===== src/verilog/txcs_consts.svh =====
// constants of the transmit convergence sublayer
`ifndef TXCS_CONSTS_SVH
`define TXCS_CONSTS_SVH

// ****************************************
// timing
// ****************************************
`define TXCS_CLK_PERIOD_NS 8
`define TXCS_SYM_PERIOD_NS 40
`define TXCS_SYM_CYCLES (`TXCS_SYM_PERIOD_NS / `TXCS_CLK_PERIOD_NS)
`define TXCS_DIV_W 3
`define TXCS_DIV_ZERO 3'h0

// ****************************************
// code groups
// ****************************************
`define TXCS_SYM_W 5
`define TXCS_SYM_ZERO 5'h00
`define TXCS_SYM_I 5'h1F
`define TXCS_SYM_J 5'h18
`define TXCS_SYM_K 5'h11
`define TXCS_SYM_T 5'h0D
`define TXCS_SYM_R 5'h07

// ****************************************
// state codes, binary
// ****************************************
`define TXCS_ST_IDLE 4'h0
`define TXCS_ST_J 4'h1
`define TXCS_ST_K 4'h2
`define TXCS_ST_TX 4'h3
`define TXCS_ST_T 4'h4
`define TXCS_ST_R 4'h5
`define TXCS_ST_TEST 4'h8

// ****************************************
// register map
// ****************************************
`define TXCS_ADDR_W 12
`define TXCS_OFF_CTRL 12'h000
`define TXCS_OFF_STATUS 12'h004
`define TXCS_OFF_FRAMES 12'h008
`define TXCS_WORD_ZERO 32'h00000000
`define TXCS_FRAMES_ONE 32'h00000001

`endif


===== src/verilog/txcs_pkg.sv =====
// types of the transmit convergence sublayer
package txcs_pkg;
`include "txcs_consts.svh"

   typedef enum logic [3:0] {
      ST_IDLE = `TXCS_ST_IDLE,
      ST_J = `TXCS_ST_J,
      ST_K = `TXCS_ST_K,
      ST_TX = `TXCS_ST_TX,
      ST_T = `TXCS_ST_T,
      ST_R = `TXCS_ST_R,
      ST_TEST = `TXCS_ST_TEST
   } txcs_state_type;

   typedef struct packed {
      logic psel;
      logic penable;
      logic pwrite;
      logic [`TXCS_ADDR_W-1:0] paddr;
      logic [31:0] pwdata;
   } txcs_apb_req_type;

   typedef struct packed {
      logic frame_request;
      logic [3:0] outbound_nibble;
   } txcs_mac_type;

   typedef struct packed {
      logic [18:0] pad_hi;
      logic [4:0] raw_symbol;
      logic [6:0] pad_lo;
      logic raw_symbol_mode;
   } txcs_ctrl_type;

   typedef struct packed {
      logic [23:0] pad;
      logic link_fault;
      logic frame_request_flag;
      logic clash_flag;
      logic transmitting;
      logic [3:0] state;
   } txcs_status_type;

endpackage : txcs_pkg


===== src/verilog/txcs_encoder.sv =====
// registered 4b5b data encoder
`timescale 1ns/1ps
module txcs_encoder (
   // clock and reset
   input wire logic pclk,
   input wire logic presetn,
   // data
   input wire logic [3:0] nibble,
   output logic [4:0] code_q
);
`include "txcs_consts.svh"

   logic [4:0] code_nxt;
   logic [4:0] code_r;

   // two logic levels per bit; bit0 passes straight through
   always_comb begin
      code_nxt[4] = nibble[3] | (~nibble[2] & nibble[1]) | (~nibble[2] & ~nibble[0]);
      code_nxt[3] = nibble[2] | (~nibble[3] & ~nibble[1]);
      code_nxt[2] = nibble[1] | (~nibble[3] & ~nibble[2] & ~nibble[0]);
      code_nxt[1] = (~nibble[1] & ~nibble[0]) | (nibble[3] ^ nibble[2]) | (nibble[2] & ~nibble[1]);
      code_nxt[0] = nibble[0];
   end

   // cleared in reset, loaded every clock
   always_ff @(posedge pclk or negedge presetn) begin
      if (!presetn) begin
         code_r <= `TXCS_SYM_ZERO;
      end else begin
         code_r <= code_nxt;
      end
   end

   assign code_q = code_r;

endmodule : txcs_encoder


===== src/verilog/txcs_top.sv =====
// transmit convergence sublayer: symbol sequencer, encoder path, apb registers
//
// How it works
// each payload nibble from the mac becomes one five-bit code group
// encoder bits follow the fixed boolean equations, bit0 copies data bit0
// encoder output is registered and cleared while reset is low
// idle keeps transmitting and clash low and sends idle every symbol
// mac raises frame request; device enters start and asserts transmitting
// in start and transmit the clash flag follows receive active
// first two preamble nibbles are replaced by code groups j then k
// frame request falling during the start delimiter returns to idle
// transmit encodes nibbles until frame request falls, then goes to end
// end clears flags, sends t then r, then returns to idle
// link fault forces idle at once from any state, beating any request
// transitions are judged only at symbol ends, except on link fault; states hold otherwise
// raw symbol mode entered from idle sends supplied code groups unencoded
// state is four binary flip-flops steering the symbol mux directly
// mac nibbles are aligned to the symbol clock before being sent
// one code group per symbol period in every state, no gaps, except the symbol that a link fault cuts short by forcing idle at once
// idle code group is 11111
// start delimiter is j 11000 followed by k 10001
// end delimiter is t 01101 followed by r 00111
// mac delivers four-bit nibbles at the 25 mhz symbol rate
`timescale 1ns/1ps
module txcs_top (
   // clock and reset
   input wire logic pclk,
   input wire logic presetn,
   // apb slave
   input wire txcs_pkg::txcs_apb_req_type apb_req,
   output logic [31:0] prdata,
   output logic pready,
   output logic pslverr,
   // mac side
   input wire txcs_pkg::txcs_mac_type mac,
   output logic nibble_next,
   output logic transmitting,
   output logic clash_flag,
   // receive and link monitor
   input wire logic receive_active,
   input wire logic link_fault,
   // media side
   output logic [4:0] code_group
);
   import txcs_pkg::*;
`include "txcs_consts.svh"

   localparam logic [`TXCS_DIV_W-1:0] DIV_LAST = `TXCS_DIV_W'(`TXCS_SYM_CYCLES - 1);

   // ****************************************
   // symbol timing
   // ****************************************
   logic [`TXCS_DIV_W-1:0] div_r;
   logic [`TXCS_DIV_W-1:0] div_nxt;
   logic sym_tick;
   logic nibble_next_r;
   logic nibble_next_nxt;

   // fixed divide keeps one code group per symbol period
   always_comb begin
      sym_tick = (div_r == DIV_LAST);
      div_nxt = sym_tick ? `TXCS_DIV_ZERO : div_r + 1'b1;
      nibble_next_nxt = sym_tick; // mac steps its nibble on this beat
   end

   always_ff @(posedge pclk or negedge presetn) begin
      if (!presetn) begin
         div_r <= `TXCS_DIV_ZERO;
         nibble_next_r <= 1'b0;
      end else begin
         div_r <= div_nxt;
         nibble_next_r <= nibble_next_nxt;
      end
   end

   // ****************************************
   // encoder
   // ****************************************
   logic [4:0] enc_code;

   // one cycle of latency; the mac holds its nibble for the whole symbol
   txcs_encoder u_enc (
      .pclk(pclk),
      .presetn(presetn),
      .nibble(mac.outbound_nibble),
      .code_q(enc_code)
   );

   // ****************************************
   // control registers
   // ****************************************
   txcs_ctrl_type ctrl_r;
   txcs_ctrl_type ctrl_nxt;
   logic [31:0] frames_r;
   logic [31:0] frames_nxt;
   logic [31:0] prdata_r;
   logic [31:0] prdata_nxt;
   logic pready_r;
   logic pready_nxt;
   logic pslverr_r;
   logic pslverr_nxt;
   txcs_status_type status;
   logic setup;
   logic wr_en;
   logic addr_ok;

   // ****************************************
   // sequencer
   // ****************************************
   txcs_state_type state_r;
   txcs_state_type state_nxt;
   logic [4:0] code_group_r;
   logic [4:0] code_group_nxt;
   logic transmitting_r;
   logic transmitting_nxt;
   logic clash_r;
   logic clash_nxt;
   logic in_frame_nxt;

   always_comb begin
      state_nxt = state_r;
      code_group_nxt = code_group_r;
      frames_nxt = frames_r;
      // actions take a whole symbol; leave a state only at its end, unless link fault forces idle
      if (sym_tick) begin
         case (state_r)
            ST_IDLE: begin
               if (ctrl_r.raw_symbol_mode) begin
                  state_nxt = ST_TEST;
               end else if (mac.frame_request) begin
                  state_nxt = ST_J;
               end
            end
            ST_J: begin
               state_nxt = mac.frame_request ? ST_K : ST_IDLE;
            end
            ST_K: begin
               state_nxt = mac.frame_request ? ST_TX : ST_IDLE;
            end
            ST_TX: begin
               state_nxt = mac.frame_request ? ST_TX : ST_T;
            end
            ST_T: begin
               state_nxt = ST_R;
            end
            ST_R: begin
               state_nxt = ST_IDLE;
               frames_nxt = frames_r + `TXCS_FRAMES_ONE;
            end
            ST_TEST: begin
               state_nxt = ctrl_r.raw_symbol_mode ? ST_TEST : ST_IDLE;
            end
            default: begin
               state_nxt = ST_IDLE;
            end
         endcase
         // state bits pick the mux source with no extra decode
         case (state_nxt)
            ST_J: code_group_nxt = `TXCS_SYM_J;
            ST_K: code_group_nxt = `TXCS_SYM_K;
            ST_TX: code_group_nxt = enc_code;
            ST_T: code_group_nxt = `TXCS_SYM_T;
            ST_R: code_group_nxt = `TXCS_SYM_R;
            ST_TEST: code_group_nxt = ctrl_r.raw_symbol; // bypasses the encoder
            default: code_group_nxt = `TXCS_SYM_I;
         endcase
      end
      // fault does not wait for the symbol end; the line goes idle now
      if (link_fault) begin
         state_nxt = ST_IDLE;
         code_group_nxt = `TXCS_SYM_I;
         frames_nxt = frames_r;
      end
      in_frame_nxt = (state_nxt == ST_J) || (state_nxt == ST_K) || (state_nxt == ST_TX);
      transmitting_nxt = in_frame_nxt;
      clash_nxt = in_frame_nxt & receive_active;
   end

   always_ff @(posedge pclk or negedge presetn) begin
      if (!presetn) begin
         state_r <= ST_IDLE;
         code_group_r <= `TXCS_SYM_I;
         transmitting_r <= 1'b0;
         clash_r <= 1'b0;
         frames_r <= `TXCS_WORD_ZERO;
      end else begin
         state_r <= state_nxt;
         code_group_r <= code_group_nxt;
         transmitting_r <= transmitting_nxt;
         clash_r <= clash_nxt;
         frames_r <= frames_nxt;
      end
   end

   // ****************************************
   // apb slave
   // ****************************************
   // zero wait states: data is fetched in setup, ready stands in access
   always_comb begin
      setup = apb_req.psel & ~apb_req.penable;
      wr_en = apb_req.psel & apb_req.penable & pready_r & apb_req.pwrite;
      addr_ok = (apb_req.paddr == `TXCS_OFF_CTRL) || (apb_req.paddr == `TXCS_OFF_STATUS) ||
         (apb_req.paddr == `TXCS_OFF_FRAMES);
      status = '0;
      status.link_fault = link_fault;
      status.frame_request_flag = mac.frame_request;
      status.clash_flag = clash_r;
      status.transmitting = transmitting_r;
      status.state = state_r;
      ctrl_nxt = ctrl_r;
      if (wr_en && !pslverr_r && (apb_req.paddr == `TXCS_OFF_CTRL)) begin
         ctrl_nxt = apb_req.pwdata;
         ctrl_nxt.pad_hi = '0;
         ctrl_nxt.pad_lo = '0;
      end
      pready_nxt = setup;
      pslverr_nxt = setup & ~addr_ok;
      prdata_nxt = `TXCS_WORD_ZERO;
      if (setup && !apb_req.pwrite) begin
         case (apb_req.paddr)
            `TXCS_OFF_CTRL: prdata_nxt = ctrl_r;
            `TXCS_OFF_STATUS: prdata_nxt = status;
            `TXCS_OFF_FRAMES: prdata_nxt = frames_r;
            default: prdata_nxt = `TXCS_WORD_ZERO;
         endcase
      end
   end

   always_ff @(posedge pclk or negedge presetn) begin
      if (!presetn) begin
         ctrl_r <= '0;
         prdata_r <= `TXCS_WORD_ZERO;
         pready_r <= 1'b0;
         pslverr_r <= 1'b0;
      end else begin
         ctrl_r <= ctrl_nxt;
         prdata_r <= prdata_nxt;
         pready_r <= pready_nxt;
         pslverr_r <= pslverr_nxt;
      end
   end

   // ****************************************
   // outputs
   // ****************************************
   assign prdata = prdata_r;
   assign pready = pready_r;
   assign pslverr = pslverr_r;
   assign nibble_next = nibble_next_r;
   assign transmitting = transmitting_r;
   assign clash_flag = clash_r;
   assign code_group = code_group_r;

   // ****************************************
   // checks
   // ****************************************
   // independent table, not the encoder equations
   function automatic logic [4:0] ref_code(input logic [3:0] n);
      logic [4:0] c;
      c = 5'h00;
      case (n)
         4'h0: c = 5'h1E;
         4'h1: c = 5'h09;
         4'h2: c = 5'h14;
         4'h3: c = 5'h15;
         4'h4: c = 5'h0A;
         4'h5: c = 5'h0B;
         4'h6: c = 5'h0E;
         4'h7: c = 5'h0F;
         4'h8: c = 5'h12;
         4'h9: c = 5'h13;
         4'hA: c = 5'h16;
         4'hB: c = 5'h17;
         4'hC: c = 5'h1A;
         4'hD: c = 5'h1B;
         4'hE: c = 5'h1C;
         default: c = 5'h1D;
      endcase
      return c;
   endfunction : ref_code
endmodule : txcs_top

===== config.mk =====
export PLATFORM = sky130hd
export DESIGN_NAME = txcs_top
export DESIGN_NICKNAME = d
export VERILOG_FILES = /design/src/verilog/txcs_pkg.sv /design/src/verilog/txcs_encoder.sv /design/src/verilog/txcs_top.sv
export VERILOG_INCLUDE_DIRS = /design/src /design/src/verilog
export SDC_FILE = /design/constraint.sdc
export NUM_CORES = 1
export LEC_CHECK = 0
export BUFFER_PORTS_ARGS = -buffer_cell sky130_fd_sc_hd__buf_2
export CAP_MARGIN = 20
export CORE_MARGIN = 4
export CORE_UTILIZATION = 45
export CTS_CLUSTER_DIAMETER = 40
export DETAILED_ROUTE_END_ITERATION = 10
export HOLD_SLACK_MARGIN = 0.12
export PLACE_DENSITY = 0.72
export REMOVE_ABC_BUFFERS = 1
export SLEW_MARGIN = 20
export SYNTH_ARGS = -nofsm -noshare
export SYNTH_HDL_FRONTEND = slang
export SYNTH_SLANG_ARGS = --single-unit
export TNS_END_PERCENT = 10

===== constraint.sdc =====
create_clock -name pclk -period 2.3 [get_ports pclk]
set_clock_uncertainty 0.2 [all_clocks]
set_input_delay 0.46 -clock pclk [delete_from_list [all_inputs] [get_ports pclk]]
set_output_delay 0.46 -clock pclk [all_outputs]
set_load 0.02 [all_outputs]

==> impl_metrics.ini, run 1 <==
[cts]
clockRootBuffer = clkbuf_8
cts_buffers = 9
clkLatencyLatePin_ps = 370
cts.sinks = 92
cts_tree = built
h-tree-depth = 3
clockBufferDepth = 2
ctsHoldBuffers = 11
post_cts_buffers = 0
clkSlewWorstSetupHoldPaths_ps = 90
post_cts_resized = 0

[timing]
timing.fmax_mhz = 468
period_needed_ps = 2140
fin_crit_sh_pct = 92.9
drv_slew = 0
hold_ws_ps = 135
hold_viol_final = 0
rsz0062_at_grt = false
finalSetupViolCount = 0
worstMarginPinSlew_ps = 592
final.setup.tns_ps = 0
max_slew_margin_pct = 60.5

[setup_path]
slowest_stage = dfrtp_1
endpoint_kind = register
path_cells = inv_1 -> ha_1 -> and4b_1 -> nand4_1 -> nor3_1 -> and3_1 -> xor2_1
r2r_slack_ps = 160
worst_ep_arrival_time_ps = 2230
max_stage_delay_ps = 410
crit_path_start_kind = register
crit_fanout = 3
required_ps = 2390
critical_path_class = register to register

[yosys]
syn_area_um2 = 3960
synthArstFlopShare_pct = 100
ys.warnings.count = 0
yosysUniqueCellTypes = 43
ys_seq_area_share_pct = 58.3
synth_xor_xnor_area_share_pct = 6.86
synth_top_family_by_area = simple AND/OR/NAND/NOR gates
synth_area_leaders = dfrtp_1, xnor2_1, and2_1, dfstp_2, nor2_1
synth_compound_area_share_pct = 5.78
synthCells = 357
synth_edf_count = 0
synth_simple_gate_area_share_pct = 20.9
ys_seq_elements = 92
synth_mux_area_share_pct = 4.30
syn_area_per_cell_um2 = 11.1
yosysTopAreaCell = dfrtp_1
yosysTopAreaCellShare_pct = 55.0
synth-adder-area-share_pct = 1.26
ys.flop_type = dfrtp_1

[place]
dpl.hpwl_um = 5960
portBuffers = 71
gp_routability_congestion = 0.850

[floorplanning]
placementRows = 33
die_h_um = 102
die_x_um = 102
start_util_pct = 47.2
core-area_um2 = 8380
die-area_um2 = 10400
pin_count = 98

[power]
clkPwrFrac_pct = 40.4
sw_frac_of_total_pct = 22.2
comb_power_share_pct = 4.8
switchingPower_mw = 0.659
leakage_nw = 2.39
power_density_nw_per_um2 = 610
p_seq_share_pct = 54.8
worst_ir_drop_vdd_mv = 0.330
p_int_mw = 2.31

[grt]
grt_max_degree = 46
antenna_found_initial = 0
grt_pass1_wl_um = 13800
grtUsageTotal_pct = 17.2
grt_pass1_vias = 3023
grt-ovfl-total = 0

[outcome]
status = finished, final reports clean

[route]
remaining_drc_errors = 0
via_per_inst = 5.18
first_pass_iters = 4
dr_total_vias = 2902
wl_um = 8130
wl_per_cell_um = 14.5
dr.first_iter.drc_count = 73
antenna_left = 0

[final_layout]
fin_nets = 510
fin_util_pct = 58.1
drive_above_1_share_pct = 26.2
antenna_cells = 0
area_growth_pct = 23.0
final_common_cell = dfrtp_1
layout_common_cells = dfrtp_1, buf_2, nor2_1

[run]
maxCapViolations = 0

[hold_path]
hp-class = input pin to register
critical path: cells and delay by family, from the launching register on:
| family | cells | cell delay, ps |
|---|---|---|
| AND/OR/NAND/NOR | 4 | 1040 |
| buffers and inverters | 1 | 70 |
| XOR/XNOR | 1 | 150 |
| adder cells (fa/ha/maj) | 1 | 180 |
| flip-flops | 1 | 410 |
logic make-up after synthesis:
family | Yosys count
xor gates and xnor gates | 31
adders and majority gates | 4
buffers and inverters | 26
muxes | 16
AOI/OAI and AO/OA | 36
and+or+nand+nor | 152
DFF | 92
cell type report:
type	count	area, um^2
Fill cell	726	3510
Sequential cell	92	2310
Clock inverter	6	93.8
Timing Repair Buffer	97	618
Multi-Input combinational cell	239	1550
Clock buffer	10	128
Inverter	11	41.3
Tap cell	105	131
stage by stage:
stage / setup WS (ps) / total power, mW / cells / area (um^2)
after CTS: 156 / 3.02 / 560 / 4870
after floorplan: 119 / 1.70 / 342 / 3900
after global routing: 1.25 / 3.10 / 560 / 4870
final: 164 / 2.97 / 560 / 4870
after detailed placement: 56.4 / 1.79 / 533 / 4540
after global placement: 105 / 1.79 / 533 / 4540
cell usage after synthesis, types with 6 or more instances:
cell type  number
dfrtp_1        87
nor2_1         35
and2_1         24
nand2_1        24
xnor2_1        23
a21oi_1        14
clkbuf_1       13
inv_1          11
nand4_1        11
nand3_1        10
nor3_1         10
mux2_2          8
mux2i_1         8
xor2_1          8
a22oi_1         7
and3_1          6
worst paths after layout:
kind	end	cells past startpoint	from
hold reg to reg	div_r[0]	1	div_r[0]
setup / recovery	frames_r[23]	7	div_r[0]
setup reg to reg	frames_r[23]	7	div_r[0]
max in group asynchronous	code_group[3]	3	presetn
min in group asynchronous	prdata[31]	2	presetn
hold / removal	ctrl_r[9]	2	apb_req[9]
power by group through the flow:
stage	combinational [mW]	clock, mW	sequential, mW
finish	0.142	1.20	1.63
global route	0.164	1.30	1.63
CTS	0.144	1.24	1.63
detailed placement	0.130	0	1.66
global placement	0.125	0	1.66
floorplan	0.0361	0	1.67
sequential cells by signal, indices dropped and copies added (netlist names), 3 cells and up:
name,cells
frames_r,32
prdata,32
ctrl_r,6
code_group,5
u_enc.code_q,5
state_r,4
div_r,3
metal layers:
| metal | track usage [%] | up-vias | share of wire [%] |
|---|---|---|---|
| li1 | - | 1400 | - |
| met1 | 20.4 | 1431 | 41 |
| met2 | 29.9 | 57 | 53 |
| met3 | 4.03 | 14 | 4.2 |
| met4 | 7.27 | 0 | 2.2 |
| met5 | 0 | - | 0 |
Power figures use the tool's default switching activity.
==> run 2: changes to the inputs <==
--- a/config.mk
+++ b/config.mk
@@ -15,6 +15,7 @@
 export HOLD_SLACK_MARGIN = 0.12
 export PLACE_DENSITY = 0.72
 export REMOVE_ABC_BUFFERS = 1
+export SETUP_SLACK_MARGIN = 0.3
 export SLEW_MARGIN = 20
 export SYNTH_ARGS = -nofsm -noshare
 export SYNTH_HDL_FRONTEND = slang
==> run 2 against run 1 <==
Worst setup slack improved by 170 ps. Worst hold slack improved by 5.0 ps. Non-clock buffer count is 7 higher. Utilization rose by 1.2 points. Sequential power barely moved. Via count is 1.3% higher. Flip-flop and latch count did not move. Sequential share of layout area down 0.87 points. Count of clock-buffer cells in the layout did not move. Largest power group unchanged.
==> impl_metrics.ini, run 2 (same netlist as run 1, synthesis figures left out) <==
[route]
via_per_inst = 5.19
dr.first_iter.drc_count = 67
dr_total_vias = 2941
wl_per_cell_um = 14.6
remaining_drc_errors = 0
wl_um = 8300
first_pass_iters = 4
antenna_left = 0

[hold_path]
hp-class = input pin to register
worstHoldStart = apb_req[9]

[final_layout]
area_growth_pct = 25.5
final_common_cell = dfrtp_1
multi_input_area_um2 = 1590
fin_nets = 517
num-fill-cells = 713
layout_common_cells = dfrtp_1, buf_2, nor2_1
antenna_cells = 0
seq_area_um2 = 2310
drive_above_1_share_pct = 30.1

[floorplanning]
die_h_um = 102
core-area_um2 = 8380
die-area_um2 = 10400
die_x_um = 102
start_util_pct = 47.2
pin_count = 98
placementRows = 33

[setup_path]
r2r-start = state_r[3]
worst_ep_arrival_time_ps = 2020
crit_start = state_r[3]
critical_path_class = register to register
rr_worst_depth = 6
crit_fanout = 8
worstSetupEndpoint = frames_r[30]
endpoint_kind = register
crit_path_start_kind = register
required_ps = 2360
r2r_slack_ps = 340
rr_endpoint = frames_r[30]

[timing]
timing.fmax_mhz = 509
hold_ws_ps = 140
fin_crit_sh_pct = 85.4
finalWorstSetupSlack_ps = 337
finalSetupViolCount = 0
worstMarginPinSlew_ps = 584
drv_slew = 0
hold_viol_final = 0
rsz0062_at_grt = true
max_slew_margin_pct = 61.1
period_needed_ps = 1960
final.setup.tns_ps = 0

[grt]
antenna_found_initial = 0
grt_max_degree = 46
grt_pass1_vias = 3061
grt-ovfl-total = 0
grt_pass1_wl_um = 14000
grtUsageTotal_pct = 17.4

[cts]
clkSlewWorstSetupHoldPaths_ps = 90
cts_tree = built
h-tree-depth = 3
clockBufferDepth = 2
clkLatencyLatePin_ps = 370
clockRootBuffer = clkbuf_8
cts_buffers = 9
cts.sinks = 92

[place]
gp_routability_congestion = 0.850
portBuffers = 71
dpl.hpwl_um = 5960
pre_cts_ws_ps = 56.4

[power]
power_density_nw_per_um2 = 599
total_power_mw = 2.98
leakage_nw = 2.43
worst_ir_drop_vdd_mv = 0.332

[outcome]
status = finished, final reports clean

[run]
maxCapViolations = 0
==> run 2: cell type report <==
cell class                      count  area share [%]
Sequential cell                    92            46.5
Multi-Input combinational cell    239            32.0
Timing Repair Buffer              104            13.5
Tap cell                          105            2.64
Clock buffer                       10            2.57
Clock inverter                      6            1.89
Inverter                           11           0.831
==> run 2: repair_timing <==
item / in CTS / in global routing
resized for setup: 6 / 8
endpoints found under the hold margin: 53 / 0
pin swaps: 4 / 4
buffers inserted: 3 / 4
hold buffers: 11 / 0
setup endpoints to repair: 17 / 32
==> run 2: per-stage QoR <==
step / cells / util (%) / cell area [um^2]
4_1_cts: 563 / 58.6 / 4910
2_1_floorplan: 342 / - / 3900
5_1_grt: 567 / 59.3 / 4970
3_5_place_dp: 533 / 54.1 / 4540
6_report: 567 / 59.3 / 4970
3_3_place_gp: 533 / 54.1 / 4540
==> run 2: power breakdown <==
group	total (mW)	switching [mW]	leakage, nW	internal, mW
registers	1.63	0.00340	1.23	1.63
clock network	1.21	0.580	0.113	0.626
logic	0.143	0.0810	1.08	0.0616
total	2.98	0.665	2.43	2.31
==> run 2: worst min path at each step <==
| stage | endpoint | slack [ps] | cells after the start |
|---|---|---|---|
| finish | ctrl_r[9] | 140 | 2 |
| global route | ctrl_r[9] | 130 | 2 |
| CTS | ctrl_r[9] | 120 | 2 |
| detailed placement | div_r[0] | 270 | 1 |
| global placement | div_r[0] | 250 | 1 |
| floorplan | clash_flag | -40 | 0 |
==> run 2: critical path, cell delays in order, from the launching register on <==
cell	delay (ps)
dfrtp_2	470
nand2b_1	200
or3_1	360
nor3_1	180
buf_4	160
nand4_1	120
xnor2_1	150
==> run 2: layer usage <==
| metal | GRT usage, % | share of wire (%) | up-vias |
|---|---|---|---|
| met2 | 30.7 | 53 | 65 |
| li1 | - | - | 1411 |
| met4 | 7.37 | 2.2 | 0 |
| met1 | 20.5 | 41 | 1451 |
| met5 | 0 | 0 | - |
| met3 | 4.03 | 4.0 | 14 |
==> run 3: changes to the inputs <==
--- a/config.mk
+++ b/config.mk
@@ -6,6 +6,7 @@
 export SDC_FILE = /design/constraint.sdc
 export NUM_CORES = 1
 export LEC_CHECK = 0
+export ABC_AREA = 1
 export BUFFER_PORTS_ARGS = -buffer_cell sky130_fd_sc_hd__buf_2
 export CAP_MARGIN = 20
 export CORE_MARGIN = 4
@@ -13,9 +14,10 @@
 export CTS_CLUSTER_DIAMETER = 40
 export DETAILED_ROUTE_END_ITERATION = 10
 export HOLD_SLACK_MARGIN = 0.12
-export PLACE_DENSITY = 0.72
+export PLACE_DENSITY = 0.7
 export REMOVE_ABC_BUFFERS = 1
 export SETUP_SLACK_MARGIN = 0.3
+export SKIP_LAST_GASP = 1
 export SLEW_MARGIN = 20
 export SYNTH_ARGS = -nofsm -noshare
 export SYNTH_HDL_FRONTEND = slang
==> run 3 against run 2 <==
Register-to-register slack improved by 70 ps. Die area rose by 21%. Critical path depth rose by 2. Maximum frequency rose by 3.6%. Count of clock-buffer cells in the layout rose by 1. Sequential share of layout area fell by 6.0 points. First-iteration DRC count rose to 2.6 times the previous value. Area after synthesis rose by 23%. Global-route usage rose by 0.83 points. Non-clock buffer count fell by 16. Worst hold slack got worse by 13 ps. Utilization fell by 4.6 points. Critical path type unchanged. Critical endpoint is now frames_r[28].
==> impl_metrics.ini, run 3 <==
[cts]
cts.sinks = 92
clockRootBuffer = clkbuf_8
h-tree-depth = 3
cts_tree = built
clkLatencyLatePin_ps = 360
clockBufferDepth = 2
cts_buffers = 9
clkSlewWorstSetupHoldPaths_ps = 90

[final_layout]
seq_area_um2 = 2310
layout_common_cells = nand2_1, dfrtp_1, nor2_1
num-fill-cells = 1012
fin_cells = 841
multi_input_area_um2 = 2180
area_growth_pct = 17.2
drive_above_1_share_pct = 22.6
fin_nets = 760
final_common_cell = nand2_1
antenna_cells = 0

[timing]
final.setup.tns_ps = 0
drv_slew = 0
finalWorstSetupSlack_ps = 405
fin_crit_sh_pct = 82.4
timing.fmax_mhz = 528
hold_viol_final = 0
finalSetupViolCount = 0
period_needed_ps = 1890
max_slew_margin_pct = 68.4
worstMarginPinSlew_ps = 474
rsz0062_at_grt = true

[yosys]
yosysMostFrequentCell = nand2_1
ys_seq_elements = 92
synthCells = 613
yosysTopAreaCell = dfrtp_1
ys.warnings.count = 0
synthArstFlopShare_pct = 100
yosysTopAreaCellShare_pct = 44.8
ys_seq_area_share_pct = 47.5
synth_edf_count = 0
syn_area_um2 = 4860
ys.flop_type = dfrtp_1
synth_area_leaders = dfrtp_1, nand2_1, nor2_1, inv_1, nand3_1
synthTopCellsByCount = nand2_1, dfrtp_1, nor2_1, inv_1, nand3_1
syn_area_per_cell_um2 = 7.93
yosysUniqueCellTypes = 33

[power]
leakage_nw = 3.05
switchingPower_mw = 0.645
comb_power_share_pct = 4.8
sw_frac_of_total_pct = 21.8
power_density_nw_per_um2 = 520
worst_ir_drop_vdd_mv = 0.274
p_int_mw = 2.32
clkPwrFrac_pct = 40.1
total_power_mw = 2.97
p_seq_share_pct = 55.1

[route]
antenna_left = 0
dr_total_vias = 3980
remaining_drc_errors = 0
wl_um = 10900
dr.first_iter.drc_count = 176
wl_per_cell_um = 12.9
first_pass_iters = 4
via_per_inst = 4.73

[setup_path]
critical_path_class = register to register
r2r_slack_ps = 410
worst_ep_arrival_time_ps = 1950
endpoint_kind = register
required_ps = 2350
crit_fanout = 6
rr_worst_depth = 8
crit_path_start_kind = register

[floorplanning]
placementRows = 37
core-area_um2 = 10400
die_h_um = 112
die_x_um = 112
die-area_um2 = 12500
start_util_pct = 46.7
pin_count = 98

[place]
dpl.hpwl_um = 8170
pre_cts_ws_ps = 181
place_inst = 812
gp_routability_congestion = 0.906
portBuffers = 71

[hold_path]
hold_path_depth = 3
hp-class = input pin to register

[grt]
grt_max_degree = 93
grt_pass1_wl_um = 18700
grt-ovfl-total = 0
antenna_found_initial = 0
grt_pass1_vias = 3949
grtUsageTotal_pct = 18.3

[run]
maxCapViolations = 0

[outcome]
status = finished, final reports clean
-- run 3: final timing paths --
path | startpoint | to
worst max-delay path | frames_r[0] | frames_r[28]
worst min register to register | div_r[0] | div_r[0]
min in group asynchronous | presetn | state_r[1]
worst min-delay path | apb_req[46] | pready
worst max register to register | frames_r[0] | frames_r[28]
max in group asynchronous | presetn | code_group[4]
-- run 3: metal layers --
layer	part of all wire [%]	track usage (%)	vias up
li1	-	-	2050
met1	48	26.0	1806
met2	44	28.4	110
met3	6.3	3.26	14
met4	1.6	5.93	0
met5	0	0	-
-- run 3: power groups by stage --
| stage | clock (mW) | sequential, mW | combinational [mW] |
|---|---|---|---|
| 2_1_floorplan | 0 | 1.67 | 0.0416 |
| 3_3_place_gp | 0 | 1.66 | 0.125 |
| 3_5_place_dp | 0 | 1.67 | 0.128 |
| 4_1_cts | 1.22 | 1.63 | 0.139 |
| 5_1_grt | 1.29 | 1.64 | 0.159 |
| 6_report | 1.19 | 1.63 | 0.141 |
-- run 3: area by class of cell --
cell class / instances / share of cell area [%]
Clock buffer: 11 / 2.48
Clock inverter: 5 / 1.32
Inverter: 80 / 5.29
Multi-Input combinational cell: 429 / 38.3
Sequential cell: 92 / 40.5
Tap cell: 136 / 2.99
Timing Repair Buffer: 88 / 9.15
-- run 3: repair_timing --
action                                 in CTS  in global routing
setup endpoints to repair                   0                 28
setup buffers                               0                  5
endpoints found under the hold margin      93                  0
hold buffers                                8                  0
gates resized for setup                     0                  3
-- run 3: cell families after synthesis --
logic type,Yosys count,share of synthesized area [%]
xor gates and xnor gates,18,3.40
adders and majority gates,4,1.03
and+or+nand+nor,376,36.9
buffers and inverters,92,7.74
AOI/OAI and AO/OA,31,3.47
DFF,92,47.5
-- run 3: per-stage QoR --
step / hold WS (ps) / area (um^2) / utilization [%]
floorplan: -35.6 / 4790 / -
global placement: 243 / 5360 / 51.4
detailed placement: 261 / 5360 / 51.4
CTS: 120 / 5650 / 54.3
global route: 125 / 5700 / 54.7
finish: 127 / 5700 / 54.7
-- run 3: worst max-delay path, stage by stage, from the launching register on --
cell and delay (ps):
dfrtp_1 490, ha_1 280, nand3_1 170, nor2_1 340, nand2_1 90, nand2_1 60
nand2_1 40, nand2_1 50, nand2_1 60
